$ cat src/logic/rac_regs.svh
// Register offsets, bit positions and power-up values for the audio control bank.
// Assumes byte-wide registers reached through the two-wire serial slave.
`ifndef RAC_REGS_SVH
`define RAC_REGS_SVH

// Slave address is arbitrary, not tied to any part
`define RAC_DEV_ADDR      7'h2A

`define RAC_OFF_CAL       8'h07
`define RAC_OFF_AUDIO     8'h08
`define RAC_OFF_CHG       8'h09
`define RAC_OFF_STAT      8'h0A

// Calibration and pin control register
`define RAC_CAL_SIGN_BIT  5
`define RAC_FT_BIT        6
`define RAC_OUT_BIT       7
// Audio control register
`define RAC_MUTE_BIT      4
`define RAC_TONE_EN_BIT   5
`define RAC_TONE_512_BIT  6
// Trickle charge register
`define RAC_CHG_SW_BIT    4
`define RAC_OSC_FAIL_IRQ_EN_BIT      5
`define RAC_BYPASS_BIT    6
// Status register
`define RAC_OF_BIT        2
`define RAC_HT_BIT        6
`define RAC_ST_BIT        7

`define RAC_KEY_SAFE      4'hA
`define RAC_KEY_CLOSE     4'h5
`define RAC_GAIN_FIRST    4'h0
`define RAC_CAL_FIRST     5'h00

// Gain in dB, two's complement: code 0 is -33, 3 dB per step
`define RAC_GAIN_DB_MIN   7'h5F
`define RAC_GAIN_DB_STEP  7'h03

`define RAC_BYTE_BITS     4'h8

`endif

$ cat src/logic/rac_pkg.sv
// Types shared by the audio control bank.
// Assumes rac_regs.svh supplies all offsets and values.
package rac_pkg;

    typedef enum logic [3:0] {
        RAC_IDLE,
        RAC_ADDR,
        RAC_ADDR_ACK,
        RAC_PTR,
        RAC_PTR_ACK,
        RAC_WDATA,
        RAC_WDATA_ACK,
        RAC_RDATA,
        RAC_RACK
    } rac_state_t;

    typedef struct packed {
        logic       osc_disable;
        logic       update_freeze;
        logic       out_level;
        logic       freq_test_enable;
        logic       osc_fail_flag;
        logic       osc_fail_irq_en;
        logic [3:0] charge_key_field;
        logic       charge_switch_en;
        logic       diode_bypass_en;
        logic       tone_512;
        logic       tone_en;
        logic       mute;
        logic [3:0] gain;
        logic       cal_sign;
        logic [4:0] cal;
    } rac_regs_t;

    typedef struct packed {
        rac_state_t st;
        logic [3:0] bitcnt;
        logic [7:0] shift;
        logic [7:0] ptr;
        logic       rw;
        logic       more;
        logic       scl_d;
        logic       sda_d;
        logic       vcc_d;
        logic       powered;
        logic       sda_oe;
        logic       mfp_oe;
        logic       audio_on;
        logic       charge_path;
        logic [6:0] gain_db;
        rac_regs_t  regs;
    } rac_core_t;

endpackage

$ cat src/logic/rac_sync.sv
// Two-flop synchroniser for a group of asynchronous inputs.
// Assumes the inputs are independent levels; no bus coherency is implied.
`timescale 1ns/10ps
module rac_sync #(
    parameter int W = 1
) (
    input  wire logic         sys_clk_i,
    input  wire logic         reset_n_i,
    input  wire logic         ce_i,
    input  wire logic [W-1:0] async_i,
    output logic      [W-1:0] sync_o
);
    typedef struct packed {
        logic [W-1:0] s1;
        logic [W-1:0] s2;
    } rac_sync_st_t;

    rac_sync_st_t q_reg;
    rac_sync_st_t q_next;

    always_comb begin
        q_next    = q_reg;
        q_next.s1 = async_i;
        q_next.s2 = q_reg.s1;
    end

    always_ff @(posedge sys_clk_i) begin
        if (!reset_n_i) begin
            q_reg <= '0;
        end else if (ce_i) begin
            q_reg <= q_next;
        end
    end

    assign sync_o = q_reg.s2;
endmodule

$ cat src/logic/rac_audio_ctl.sv
// Audio control and power-up initial values of a serial clock, behind a two-wire slave.
// Assumes scl/sda, supply-good and oscillator-stop pins are asynchronous.
//
// Operation
// - Beep enable swaps amplifier output for tone
// - Volume code is bits 3..0 at 08h
// - Gain runs -33 to +12 dB, 3 dB steps
// - Silence bit turns audio fully off
// - First power-up: volume 0, silence set
// - Later power-up: keep volume, force silence
// - Oscillator disable 0 first, then kept
// - Update freeze set every power-up
// - Pin level 1 first, then kept
// - Frequency test cleared every power-up
// - Oscillator fail set first, then kept
// - Charge switch and bypass cleared always
// - Charge key loaded with A always
// - First power-up: 512 Hz, beep off
// - Later power-up: keep tone, beep off
// - Calibration and sign cleared first, then kept
`timescale 1ns/10ps
`include "rac_regs.svh"
module rac_audio_ctl (
    input  wire logic       sys_clk_i,
    input  wire logic       reset_n_i,
    input  wire logic       ce_i,
    input  wire logic       scl_i,
    input  wire logic       sda_i,
    input  wire logic       vcc_good_i,
    input  wire logic       osc_stopped_i,
    output logic            sda_o,
    output logic            sda_oe_o,
    output logic            mfp_o,
    output logic            mfp_oe_o,
    output logic            audio_on_o,
    output logic            tone_insert_o,
    output logic            tone_512_o,
    output logic [3:0]      gain_code_o,
    output logic [6:0]      gain_db_o,
    output logic            osc_disable_o,
    output logic            update_freeze_o,
    output logic            freq_test_o,
    output logic            osc_fail_o,
    output logic            charge_path_o,
    output logic            diode_bypass_o
);
    ////////////////////////////////////////////////////////////////////////////
    rac_pkg::rac_core_t q_reg;
    rac_pkg::rac_core_t q_next;
    logic [3:0]         pins_s;
    logic               scl_s;
    logic               sda_s;
    logic               vcc_s;
    logic               osc_s;
    logic               scl_rise;
    logic               scl_fall;
    logic               bus_start;
    logic               bus_stop;
    logic               pwr_rise;
    logic               wr_fire;
    logic [7:0]         wr_data;

    rac_sync #(
        .W (4)
    ) u_sync (
        .sys_clk_i (sys_clk_i),
        .reset_n_i (reset_n_i),
        .ce_i      (ce_i),
        .async_i   ({osc_stopped_i, vcc_good_i, sda_i, scl_i}),
        .sync_o    (pins_s)
    );

    assign scl_s = pins_s[0];
    assign sda_s = pins_s[1];
    assign vcc_s = pins_s[2];
    assign osc_s = pins_s[3];

    ////////////////////////////////////////////////////////////////////////////
    function automatic rac_pkg::rac_regs_t first_regs();
        rac_pkg::rac_regs_t r;
        r                  = '0;
        r.osc_disable      = 1'b0;
        r.update_freeze    = 1'b1;
        r.out_level        = 1'b1;
        r.osc_fail_flag    = 1'b1;
        r.charge_key_field = `RAC_KEY_SAFE;
        r.tone_512         = 1'b1;
        r.mute             = 1'b1;
        r.gain             = `RAC_GAIN_FIRST;
        r.cal              = `RAC_CAL_FIRST;
        r.cal_sign         = 1'b0;
        return r;
    endfunction

    // Later power-ups keep everything backup held except the forced bits
    function automatic rac_pkg::rac_regs_t powerup_regs(input rac_pkg::rac_regs_t cur,
                                                        input logic first);
        rac_pkg::rac_regs_t r;
        r                  = first ? first_regs() : cur;
        r.update_freeze    = 1'b1;
        r.freq_test_enable = 1'b0;
        r.charge_switch_en = 1'b0;
        r.diode_bypass_en  = 1'b0;
        r.charge_key_field = `RAC_KEY_SAFE;
        r.tone_en          = 1'b0;
        r.mute             = 1'b1;
        return r;
    endfunction

    function automatic logic [7:0] read_byte(input rac_pkg::rac_regs_t r,
                                             input logic [7:0] a);
        logic [7:0] v;
        v = 8'h00;
        unique case (a)
            `RAC_OFF_CAL: begin
                v[4:0]                = r.cal;
                v[`RAC_CAL_SIGN_BIT]  = r.cal_sign;
                v[`RAC_FT_BIT]        = r.freq_test_enable;
                v[`RAC_OUT_BIT]       = r.out_level;
            end
            `RAC_OFF_AUDIO: begin
                v[3:0]                = r.gain;
                v[`RAC_MUTE_BIT]      = r.mute;
                v[`RAC_TONE_EN_BIT]   = r.tone_en;
                v[`RAC_TONE_512_BIT]  = r.tone_512;
            end
            `RAC_OFF_CHG: begin
                v[3:0]                = r.charge_key_field;
                v[`RAC_CHG_SW_BIT]    = r.charge_switch_en;
                v[`RAC_OSC_FAIL_IRQ_EN_BIT]      = r.osc_fail_irq_en;
                v[`RAC_BYPASS_BIT]    = r.diode_bypass_en;
            end
            `RAC_OFF_STAT: begin
                v[`RAC_OF_BIT]        = r.osc_fail_flag;
                v[`RAC_HT_BIT]        = r.update_freeze;
                v[`RAC_ST_BIT]        = r.osc_disable;
            end
            default: v = 8'h00;
        endcase
        return v;
    endfunction

    function automatic rac_pkg::rac_regs_t write_byte(input rac_pkg::rac_regs_t cur,
                                                      input logic [7:0] a,
                                                      input logic [7:0] v);
        rac_pkg::rac_regs_t r;
        r = cur;
        unique case (a)
            `RAC_OFF_CAL: begin
                r.cal              = v[4:0];
                r.cal_sign         = v[`RAC_CAL_SIGN_BIT];
                r.freq_test_enable = v[`RAC_FT_BIT];
                r.out_level        = v[`RAC_OUT_BIT];
            end
            `RAC_OFF_AUDIO: begin
                r.gain             = v[3:0];
                r.mute             = v[`RAC_MUTE_BIT];
                r.tone_en          = v[`RAC_TONE_EN_BIT];
                r.tone_512         = v[`RAC_TONE_512_BIT];
            end
            `RAC_OFF_CHG: begin
                r.charge_key_field = v[3:0];
                r.charge_switch_en = v[`RAC_CHG_SW_BIT];
                r.osc_fail_irq_en  = v[`RAC_OSC_FAIL_IRQ_EN_BIT];
                r.diode_bypass_en  = v[`RAC_BYPASS_BIT];
            end
            `RAC_OFF_STAT: begin
                // Fail flag can only be cleared by software
                r.osc_fail_flag    = cur.osc_fail_flag & v[`RAC_OF_BIT];
                r.update_freeze    = v[`RAC_HT_BIT];
                r.osc_disable      = v[`RAC_ST_BIT];
            end
            default: r = cur;
        endcase
        return r;
    endfunction

    ////////////////////////////////////////////////////////////////////////////
    assign scl_rise  = scl_s & ~q_reg.scl_d;
    assign scl_fall  = ~scl_s & q_reg.scl_d;
    assign bus_start = scl_s & q_reg.scl_d & q_reg.sda_d & ~sda_s;
    assign bus_stop  = scl_s & q_reg.scl_d & ~q_reg.sda_d & sda_s;
    assign pwr_rise  = vcc_s & ~q_reg.vcc_d;

    always_comb begin
        q_next       = q_reg;
        wr_fire      = 1'b0;
        wr_data      = q_reg.shift;
        q_next.scl_d = scl_s;
        q_next.sda_d = sda_s;
        q_next.vcc_d = vcc_s;

        // Serial slave; held idle while the supply is down
        if (!vcc_s || bus_stop) begin
            q_next.st     = rac_pkg::RAC_IDLE;
            q_next.sda_oe = 1'b0;
        end else if (bus_start) begin
            q_next.st     = rac_pkg::RAC_ADDR;
            q_next.bitcnt = 4'h0;
            q_next.sda_oe = 1'b0;
        end else begin
            unique case (q_reg.st)
                rac_pkg::RAC_IDLE: begin
                    q_next.sda_oe = 1'b0;
                end
                rac_pkg::RAC_ADDR, rac_pkg::RAC_PTR, rac_pkg::RAC_WDATA: begin
                    if (scl_rise) begin
                        q_next.shift  = {q_reg.shift[6:0], sda_s};
                        q_next.bitcnt = q_reg.bitcnt + 4'h1;
                    end else if (scl_fall && q_reg.bitcnt == `RAC_BYTE_BITS) begin
                        q_next.sda_oe = 1'b1;
                        if (q_reg.st == rac_pkg::RAC_ADDR) begin
                            if (q_reg.shift[7:1] == `RAC_DEV_ADDR) begin
                                q_next.rw = q_reg.shift[0];
                                q_next.st = rac_pkg::RAC_ADDR_ACK;
                            end else begin
                                q_next.sda_oe = 1'b0;
                                q_next.st     = rac_pkg::RAC_IDLE;
                            end
                        end else if (q_reg.st == rac_pkg::RAC_PTR) begin
                            q_next.ptr = q_reg.shift;
                            q_next.st  = rac_pkg::RAC_PTR_ACK;
                        end else begin
                            wr_fire     = 1'b1;
                            q_next.regs = write_byte(q_reg.regs, q_reg.ptr, q_reg.shift);
                            q_next.ptr  = q_reg.ptr + 8'h01;
                            q_next.st   = rac_pkg::RAC_WDATA_ACK;
                        end
                    end
                end
                rac_pkg::RAC_ADDR_ACK, rac_pkg::RAC_PTR_ACK, rac_pkg::RAC_WDATA_ACK: begin
                    if (scl_fall) begin
                        q_next.bitcnt = 4'h0;
                        q_next.sda_oe = 1'b0;
                        if (q_reg.st == rac_pkg::RAC_ADDR_ACK && q_reg.rw) begin
                            q_next.shift  = read_byte(q_reg.regs, q_reg.ptr);
                            q_next.ptr    = q_reg.ptr + 8'h01;
                            q_next.sda_oe = ~q_next.shift[7];
                            q_next.st     = rac_pkg::RAC_RDATA;
                        end else if (q_reg.st == rac_pkg::RAC_ADDR_ACK) begin
                            q_next.st = rac_pkg::RAC_PTR;
                        end else begin
                            q_next.st = rac_pkg::RAC_WDATA;
                        end
                    end
                end
                rac_pkg::RAC_RDATA: begin
                    if (scl_rise) begin
                        q_next.bitcnt = q_reg.bitcnt + 4'h1;
                    end else if (scl_fall) begin
                        if (q_reg.bitcnt == `RAC_BYTE_BITS) begin
                            q_next.sda_oe = 1'b0;
                            q_next.st     = rac_pkg::RAC_RACK;
                        end else begin
                            q_next.sda_oe = ~q_reg.shift[3'(4'h7 - q_reg.bitcnt)];
                        end
                    end
                end
                rac_pkg::RAC_RACK: begin
                    if (scl_rise) begin
                        q_next.more = ~sda_s;
                    end else if (scl_fall) begin
                        q_next.bitcnt = 4'h0;
                        if (q_reg.more) begin
                            q_next.shift  = read_byte(q_reg.regs, q_reg.ptr);
                            q_next.ptr    = q_reg.ptr + 8'h01;
                            q_next.sda_oe = ~q_next.shift[7];
                            q_next.st     = rac_pkg::RAC_RDATA;
                        end else begin
                            q_next.st = rac_pkg::RAC_IDLE;
                        end
                    end
                end
            endcase
        end

        // Power-up set overrides any bus write of the same cycle; it starts from the old registers, so that write is lost
        if (pwr_rise) begin
            q_next.regs    = powerup_regs(q_reg.regs, ~q_reg.powered);
            q_next.powered = 1'b1;
        end

        // Set wins over a software clear in the same cycle
        if (osc_s) begin
            q_next.regs.osc_fail_flag = 1'b1;
        end

        q_next.audio_on    = vcc_s & ~q_reg.regs.mute;
        q_next.mfp_oe      = ~q_reg.regs.out_level;
        q_next.charge_path = q_reg.regs.charge_switch_en
                             & (q_reg.regs.charge_key_field == `RAC_KEY_CLOSE);
        q_next.gain_db     = `RAC_GAIN_DB_MIN
                             + ({3'h0, q_reg.regs.gain} * `RAC_GAIN_DB_STEP);
    end

    always_ff @(posedge sys_clk_i) begin
        if (!reset_n_i) begin
            q_reg         <= '0;
            q_reg.regs    <= first_regs();
            q_reg.gain_db <= `RAC_GAIN_DB_MIN;
        end else if (ce_i) begin
            q_reg <= q_next;
        end
    end

    ////////////////////////////////////////////////////////////////////////////
    assign sda_o           = 1'b0;
    assign sda_oe_o        = q_reg.sda_oe;
    assign mfp_o           = 1'b0;
    assign mfp_oe_o        = q_reg.mfp_oe;
    assign audio_on_o      = q_reg.audio_on;
    assign tone_insert_o   = q_reg.regs.tone_en;
    assign tone_512_o      = q_reg.regs.tone_512;
    assign gain_code_o     = q_reg.regs.gain;
    assign gain_db_o       = q_reg.gain_db;
    assign osc_disable_o   = q_reg.regs.osc_disable;
    assign update_freeze_o = q_reg.regs.update_freeze;
    assign freq_test_o     = q_reg.regs.freq_test_enable;
    assign osc_fail_o      = q_reg.regs.osc_fail_flag;
    assign charge_path_o   = q_reg.charge_path;
    assign diode_bypass_o  = q_reg.regs.diode_bypass_en;

    ////////////////////////////////////////////////////////////////////////////
    chk_mute_kills_audio: assert property (@(posedge sys_clk_i) disable iff (!reset_n_i)
        (ce_i && q_reg.regs.mute) |=> !audio_on_o)
        else $error("audio on while silenced");

    chk_gain_db_map: assert property (@(posedge sys_clk_i) disable iff (!reset_n_i)
        ce_i |=> gain_db_o == 7'(`RAC_GAIN_DB_MIN + {3'h0, $past(q_reg.regs.gain)} * 7'h03))
        else $error("gain dB does not follow code");

    chk_gain_write: assert property (@(posedge sys_clk_i) disable iff (!reset_n_i)
        (ce_i && wr_fire && q_reg.ptr == `RAC_OFF_AUDIO && !pwr_rise)
        |=> gain_code_o == $past(wr_data[3:0]) && tone_insert_o == $past(wr_data[5]))
        else $error("audio write not taken");

    chk_powerup_forced: assert property (@(posedge sys_clk_i) disable iff (!reset_n_i)
        (ce_i && pwr_rise) |=> update_freeze_o && !freq_test_o && !tone_insert_o
        && q_reg.regs.mute && !diode_bypass_o && q_reg.regs.charge_key_field == 4'hA)
        else $error("forced power-up bits wrong");

    chk_first_values: assert property (@(posedge sys_clk_i) disable iff (!reset_n_i)
        (ce_i && pwr_rise && !q_reg.powered) |=> gain_code_o == 4'h0 && !osc_disable_o
        && osc_fail_o && tone_512_o && q_reg.regs.cal == 5'h00 ##1 !audio_on_o && !mfp_oe_o)
        else $error("first power-up values wrong");

    chk_later_keeps: assert property (@(posedge sys_clk_i) disable iff (!reset_n_i)
        (ce_i && pwr_rise && q_reg.powered && !osc_s) |=> gain_code_o == $past(gain_code_o)
        && tone_512_o == $past(tone_512_o) && osc_fail_o == $past(osc_fail_o)
        && osc_disable_o == $past(osc_disable_o))
        else $error("later power-up lost retained bits");

    chk_osc_fail_sets: assert property (@(posedge sys_clk_i) disable iff (!reset_n_i)
        (ce_i && osc_s) |=> osc_fail_o)
        else $error("oscillator fail not flagged");

    chk_charge_key: assert property (@(posedge sys_clk_i) disable iff (!reset_n_i)
        (ce_i && q_reg.regs.charge_key_field != 4'h5) |=> !charge_path_o)
        else $error("charge path closed without key");

endmodule

$ cat config.mk
export PLATFORM = sky130hd
export DESIGN_NAME = rac_audio_ctl
export DESIGN_NICKNAME = d
export VERILOG_FILES = /design/src/logic/rac_pkg.sv /design/src/logic/rac_sync.sv /design/src/logic/rac_audio_ctl.sv
export VERILOG_INCLUDE_DIRS = /design/src /design/src/logic
export SDC_FILE = /design/constraint.sdc
export NUM_CORES = 1
export LEC_CHECK = 0
export BUFFER_PORTS_ARGS = -buffer_cell sky130_fd_sc_hd__buf_2
export CAP_MARGIN = 20
export CORE_MARGIN = 1
export CORE_UTILIZATION = 28
export CTS_CLUSTER_DIAMETER = 50
export DETAILED_ROUTE_END_ITERATION = 10
export GPL_ROUTABILITY_DRIVEN = 0
export GPL_TIMING_DRIVEN = 1
export PLACE_DENSITY = 0.41
export SYNTH_ARGS = -nofsm -noshare
export SYNTH_HDL_FRONTEND = slang
export SYNTH_SLANG_ARGS = --single-unit
$ cat constraint.sdc
create_clock -name sys_clk_i -period 2.5 [get_ports sys_clk_i]
set_input_delay 0.25 -clock sys_clk_i [delete_from_list [all_inputs] [get_ports sys_clk_i]]
set_output_delay 0.25 -clock sys_clk_i [all_outputs]
set_load 0.1 [all_outputs]
# Word level (Yosys, flattened, before mapping)
# Index checks and enable logic that the tools add are counted.
[word_totals]
reg_bits = 74
output_inout_bits = 24
[classes]
addsub = 4
multipliers = 1
magnitude_cmp = 1
eq_ne = 50
mux = 77
bitwise_logic = 24
reduce_logical = 36
[ops]
columns = ["operator", "count"]
rows = [
  ["2-to-1 mux 25 bit", 9],
  ["2-to-1 mux 24 bit", 3],
  ["AND reduction 10 bit", 7],
  ["one-hot mux 16 bit (3 select lines)", 1],
  ["AND reduction 9 bit", 5],
  ["2-to-1 mux 4 bit", 9],
  ["!= test 4 bit (second input constant)", 9],
  ["2-to-1 mux 16 bit", 2],
  ["one-hot mux 8 bit (4 select lines)", 1],
  ["2-to-1 mux 1 bit", 30],
  ["!= test 2 bit (second input constant)", 13],
  ["== test 8 x 4 -> 1 bit (second input constant)", 3],
  ["2-to-1 mux 8 bit", 3],
  ["== test 4 x 3 -> 1 bit (second input constant)", 5],
  ["2-to-1 mux 9 bit", 2],
  ["AND reduction 8 bit", 2],
  ["!= test 3 bit (second input constant)", 5],
  ["2-to-1 mux 7 bit", 2],
  ["NOT 1 bit", 13],
  ["2-to-1 mux 12 bit", 1],
  ["!= test 3 x 2 -> 1 bit (second input constant)", 4],
  ["AND reduction 12 bit", 1],
  ["nonzero test 2 bit", 6],
  ["nonzero test 3 bit", 4],
  ["other kinds (32)", 53],
]

# Logic depth before layout (Yosys ltp)
[logic_depth]
depth_word = 15
mapped_depth = 9
depth_no_buf = 9

# Hierarchy
# From an unflattened synthesis, not the netlist that was laid out.
[hier_totals]
cells_unflattened = 534
area_unflattened_um2 = 4458.0
[modules_own_cells]
columns = ["module", "instances", "cells_per_inst", "area_each_um2", "seq_area_each_um2"]
rows = [
  ["rac_audio_ctl", 1, 509, 4156.5, 1321.3],
  ["rac_sync", 1, 25, 301.5, 160.2],
]

# Worst setup path before layout
# OpenSTA, ideal clock, no wires.
[synth_path]
path_kind = "reg-to-reg"
from = "register q_reg[58] (netlist name)"
to = "register q_reg[16] (netlist name)"
setup_ns = 0.129
t_arrival_ns = 2.077
setup_slack_ns = 0.294
path_stages_with_launch = 10
n_path_buf = 2
period_less_slack_ns = 2.206
path_cell_list = "dfxtp_1 -> inv_1 -> ha_1 -> and3b_1 -> clkbuf_1 -> nand3_1 -> or4_1 -> clkbuf_1 -> a211oi_1 -> o21ai_1"
[synth_between]
elab_chain_len = 4
[synth_lines]
columns = ["element", "line_no", "source"]
rows = [
  ["from (decl)", "rac_audio_ctl.sv:48", "rac_pkg::rac_core_t q_reg;"],
  ["from (signal assigned)", "rac_audio_ctl.sv:302", "q_reg <= q_next;"],
  ["== test 4 bit (no source line)", "n/a", ""],
  ["logical AND 1 bit (no source line)", "n/a", ""],
  ["nonzero test 2 bit (no source line)", "n/a", ""],
  ["AND reduction 9 bit (no source line)", "n/a", ""],
]
# No other way between the ends.
# A chain may end at the register's enable or synchronous reset.

# Worst setup path in the final report
[layout_path]
from = "register q_reg[59] (netlist name)"
to = "register q_reg[16] (netlist name)"
# The elaborated chain is that of the path after synthesis.

==> results.py <==
metrics = {
    "synthesis": {
        "synth_cell_types": 69,
        "yosysMostFrequentCell": "dfxtp_1",
        "yosys-top-cells-count": "dfxtp_1 (74), nor2_1 (55), nand2_1 (36), a21oi_1 (31), clkbuf_1 (28)",
        "synth_top_family_by_area": "compound AO/OA/AOI/OAI gates",
        "yosys.area.top_type": "dfxtp_1",
        "yosys.area.top_type_share_pct": 33.9,
        "async_flop_share_pct": 0,
        "synth-compound-area-share_pct": 23.7,
        "ys_seq_elements": 74,
        "synth-xor-area-share_pct": 1.60,
        "yosys_warnings": 0,
        "syn_area_per_cell_um2": 8.29,
        "yosysSeqAreaShare_pct": 33.9,
        "yosys.area_share.simple_pct": 22.2,
        "syn_area_um2": 4370,
        "synth-edff-count": 0,
        "synthAdderAreaFrac_pct": 4.18,
        "yosys_most_used_dff": "dfxtp_1",
        "muxShareOfSynthArea_pct": 6.82,
        "synthTopCellsByArea": "dfxtp_1 (34%), mux2i_1 (5.3%), nor2_1 (4.7%), ha_1 (3.7%), a21oi_1 (3.6%)",
        "syn_inst": 527,
    },
    "clock_tree": {
        "post_cts_buffers": 0,
        "cts_resized": 0,
        "cts_buffers": 9,
        "clk_latency_ns": 0.35,
        "htreeDepth": 3,
        "clockBufferDepth": 2,
        "hold_buffers": 0,
        "cts_sinks": 74,
        "cts_tree": "done",
        "cts_root_buf": "clkbuf_16",
        "clk_pin_slew_ns": 0.06,
    },
    "timing": {
        "fin_tns_setup_ns": 0,
        "final-setup-viol-count": 0,
        "worst_pin_slew_ns": 0.824,
        "timing.hold.ws_ns": 0.140,
        "slew_headroom_pct": 44.7,
        "fin_crit_sh_pct": 89.5,
        "maxClockFrequency_mhz": 447,
        "finalHoldViolations": 0,
        "fin_skew_ns": 0.00762,
        "fin_ws_ns": 0.264,
        "maxSlewViolCount": 0,
        "period_needed_ns": 2.24,
        "rsz0062_at_grt": "no",
    },
    "detailed_routing": {
        "drc": 0,
        "via_per_inst": 5.29,
        "wl_met1_um": 6470,
        "top_layer": "met4",
        "drt_iter0_drc": 267,
        "wire_per_inst_um": 18.7,
        "drt-total-wl_um": 13900,
        "first_pass_iters": 4,
        "num_vias": 3937,
        "dr_wl_met3_um": 780,
        "wl_met2_um": 6400,
        "final_antenna_net_count": 0,
    },
    "cells_and_area": {
        "fin_area_um2": 5070,
        "largest_reg_flops": 36,
        "nets": 572,
        "num-fill-cells": 1620,
        "final-seq-area_um2": 1480,
        "drive_gt1_share_pct": 16.5,
        "diodes": 0,
        "multi_input_area_um2": 2560,
        "area_growth_pct": 16.1,
    },
    "job": {
        "maxCapViolCount": 0,
    },
    "die": {
        "die_area_um2": 16100,
        "start_util_pct": 28.7,
        "die_w_um": 127,
        "rows": 45,
        "num_io_pins": 31,
        "die_y_um": 127,
        "core_um2": 15200,
    },
    "hold_path": {
        "hp-class": "input pin to flop",
    },
    "critical_path": {
        "cp.required_ns": 2.72,
        "setup.worst_path.end_class": "flop",
        "arrival_ns": 2.45,
        "crit_type": "flop to flop",
        "start_kind": "flop",
        "cp_max_fo": 8,
    },
    "global_route": {
        "grt_start_max_net_pins": 41,
        "grt_pass1_vias": 3822,
        "grt-ovfl-total": 0,
        "grt_first_pass_wirelength_um": 22100,
        "grt_antenna_before_repair": 0,
        "track_usage_pct": 18.2,
    },
    "placement": {
        "place_ws_ns": 0.277,
        "dp_hpwl_um": 10100,
        "portBuffers": 28,
        "place_area_um2": 4760,
    },
    "pwr": {
        "power_density_nw_per_um2": 534,
        "ir_worst_vdd_mv": 0.308,
        "p_leak_uw": 0.00194,
        "power.total_uw": 2710,
    },
    "outcome": {
        "status": "completed",
    },
}
## final cells by class
| cell class | instances | share of cell area, % |
|---|---|---|
| Clock buffer | 10 | 4.71 |
| Clock inverter | 6 | 1.46 |
| Inverter | 22 | 1.63 |
| Multi-Input combinational cell | 382 | 50.6 |
| Sequential cell | 74 | 29.2 |
| Tap cell | 188 | 4.64 |
| Timing Repair Buffer | 62 | 7.79 |
## path summary, 6_finish.rpt
check	from	end	slack [ns]	cells after the start
worst max-delay path	q_reg[59]$_SDFFE_PN0P_	q_reg[16]$_SDFFE_PN1P_	0.26	7
worst max register to register	q_reg[59]$_SDFFE_PN0P_	q_reg[16]$_SDFFE_PN1P_	0.26	7
worst min register to register	gain_db_o[6]$_SDFFE_PN1P_	gain_db_o[6]$_SDFFE_PN1P_	0.46	1
worst min-delay path	vcc_good_i	u_sync.q_next[2]$_SDFFE_PN0P_	0.14	3
## power breakdown
group          internal [uW]  switching (uW)  total [uW]
combinational           37.9             104         142
sequential              1190            9.10        1200
clock                    810             556        1370
total                   2040             669        2710
## per-stage QoR
stage               std cells  util (%)
finish                    744      33.4
global route              744      33.4
floorplan                 528         -
CTS                       744      33.4
detailed placement        728      31.3
global placement          728      31.3
## layout by cell type, fill, tap and decap left out, types with 5 or more instances in the layout
| cell type | Yosys | routed |
|---|---|---|
| nand2_1 | 36 | 36 |
| nor2_1 | 55 | 55 |
| nor2b_1 | 7 | 7 |
| dfxtp_1 | 74 | 74 |
| o21a_1 | 5 | 5 |
| clkbuf_16 | 0 | 9 |
| a221oi_1 | 5 | 5 |
| a211oi_1 | 7 | 7 |
| inv_1 | 22 | 22 |
| buf_4 | 14 | 34 |
| nand3_1 | 15 | 15 |
| mux2i_1 | 23 | 23 |
| o21ai_0 | 21 | 21 |
| o21ai_1 | 6 | 6 |
| nand2b_1 | 9 | 9 |
| a2bb2oi_1 | 5 | 5 |
| o211ai_1 | 7 | 7 |
| a31oi_1 | 6 | 6 |
| a21oi_1 | 31 | 31 |
| nor3_1 | 15 | 15 |
| xnor2_1 | 6 | 6 |
| a22o_1 | 6 | 6 |
| buf_2 | 3 | 28 |
| ha_1 | 13 | 13 |
| and2_1 | 5 | 5 |
| o32ai_1 | 6 | 6 |
| or4_1 | 6 | 6 |
| o21bai_1 | 5 | 5 |
## metal layers
metal | vias up | track usage [%]
met5 | - | 0
met4 | 0 | 6.30
met3 | 18 | 4.05
met2 | 87 | 29.6
met1 | 1865 | 23.6
li1 | 1967 | -
## critical path: stages (launching register included)
cell	delay [ns]
dfxtp_1	0.34
inv_1	0.09
ha_1	0.14
and3b_1	0.34
nand3_1	0.17
or4_1	0.67
a211oi_1	0.29
o21ai_1	0.08
## logic make-up (layout without fill, tap and decap cells)
group | after synthesis | after routing
mux | 27 | 27
fa+ha+maj | 14 | 14
buf+inv | 72 | 100
xor+xnor | 8 | 8
simple gates | 185 | 185
flops | 74 | 74
compound gates | 146 | 146
other cells | 1 | 2
Note: power is estimated with default switching activity, not from simulation.
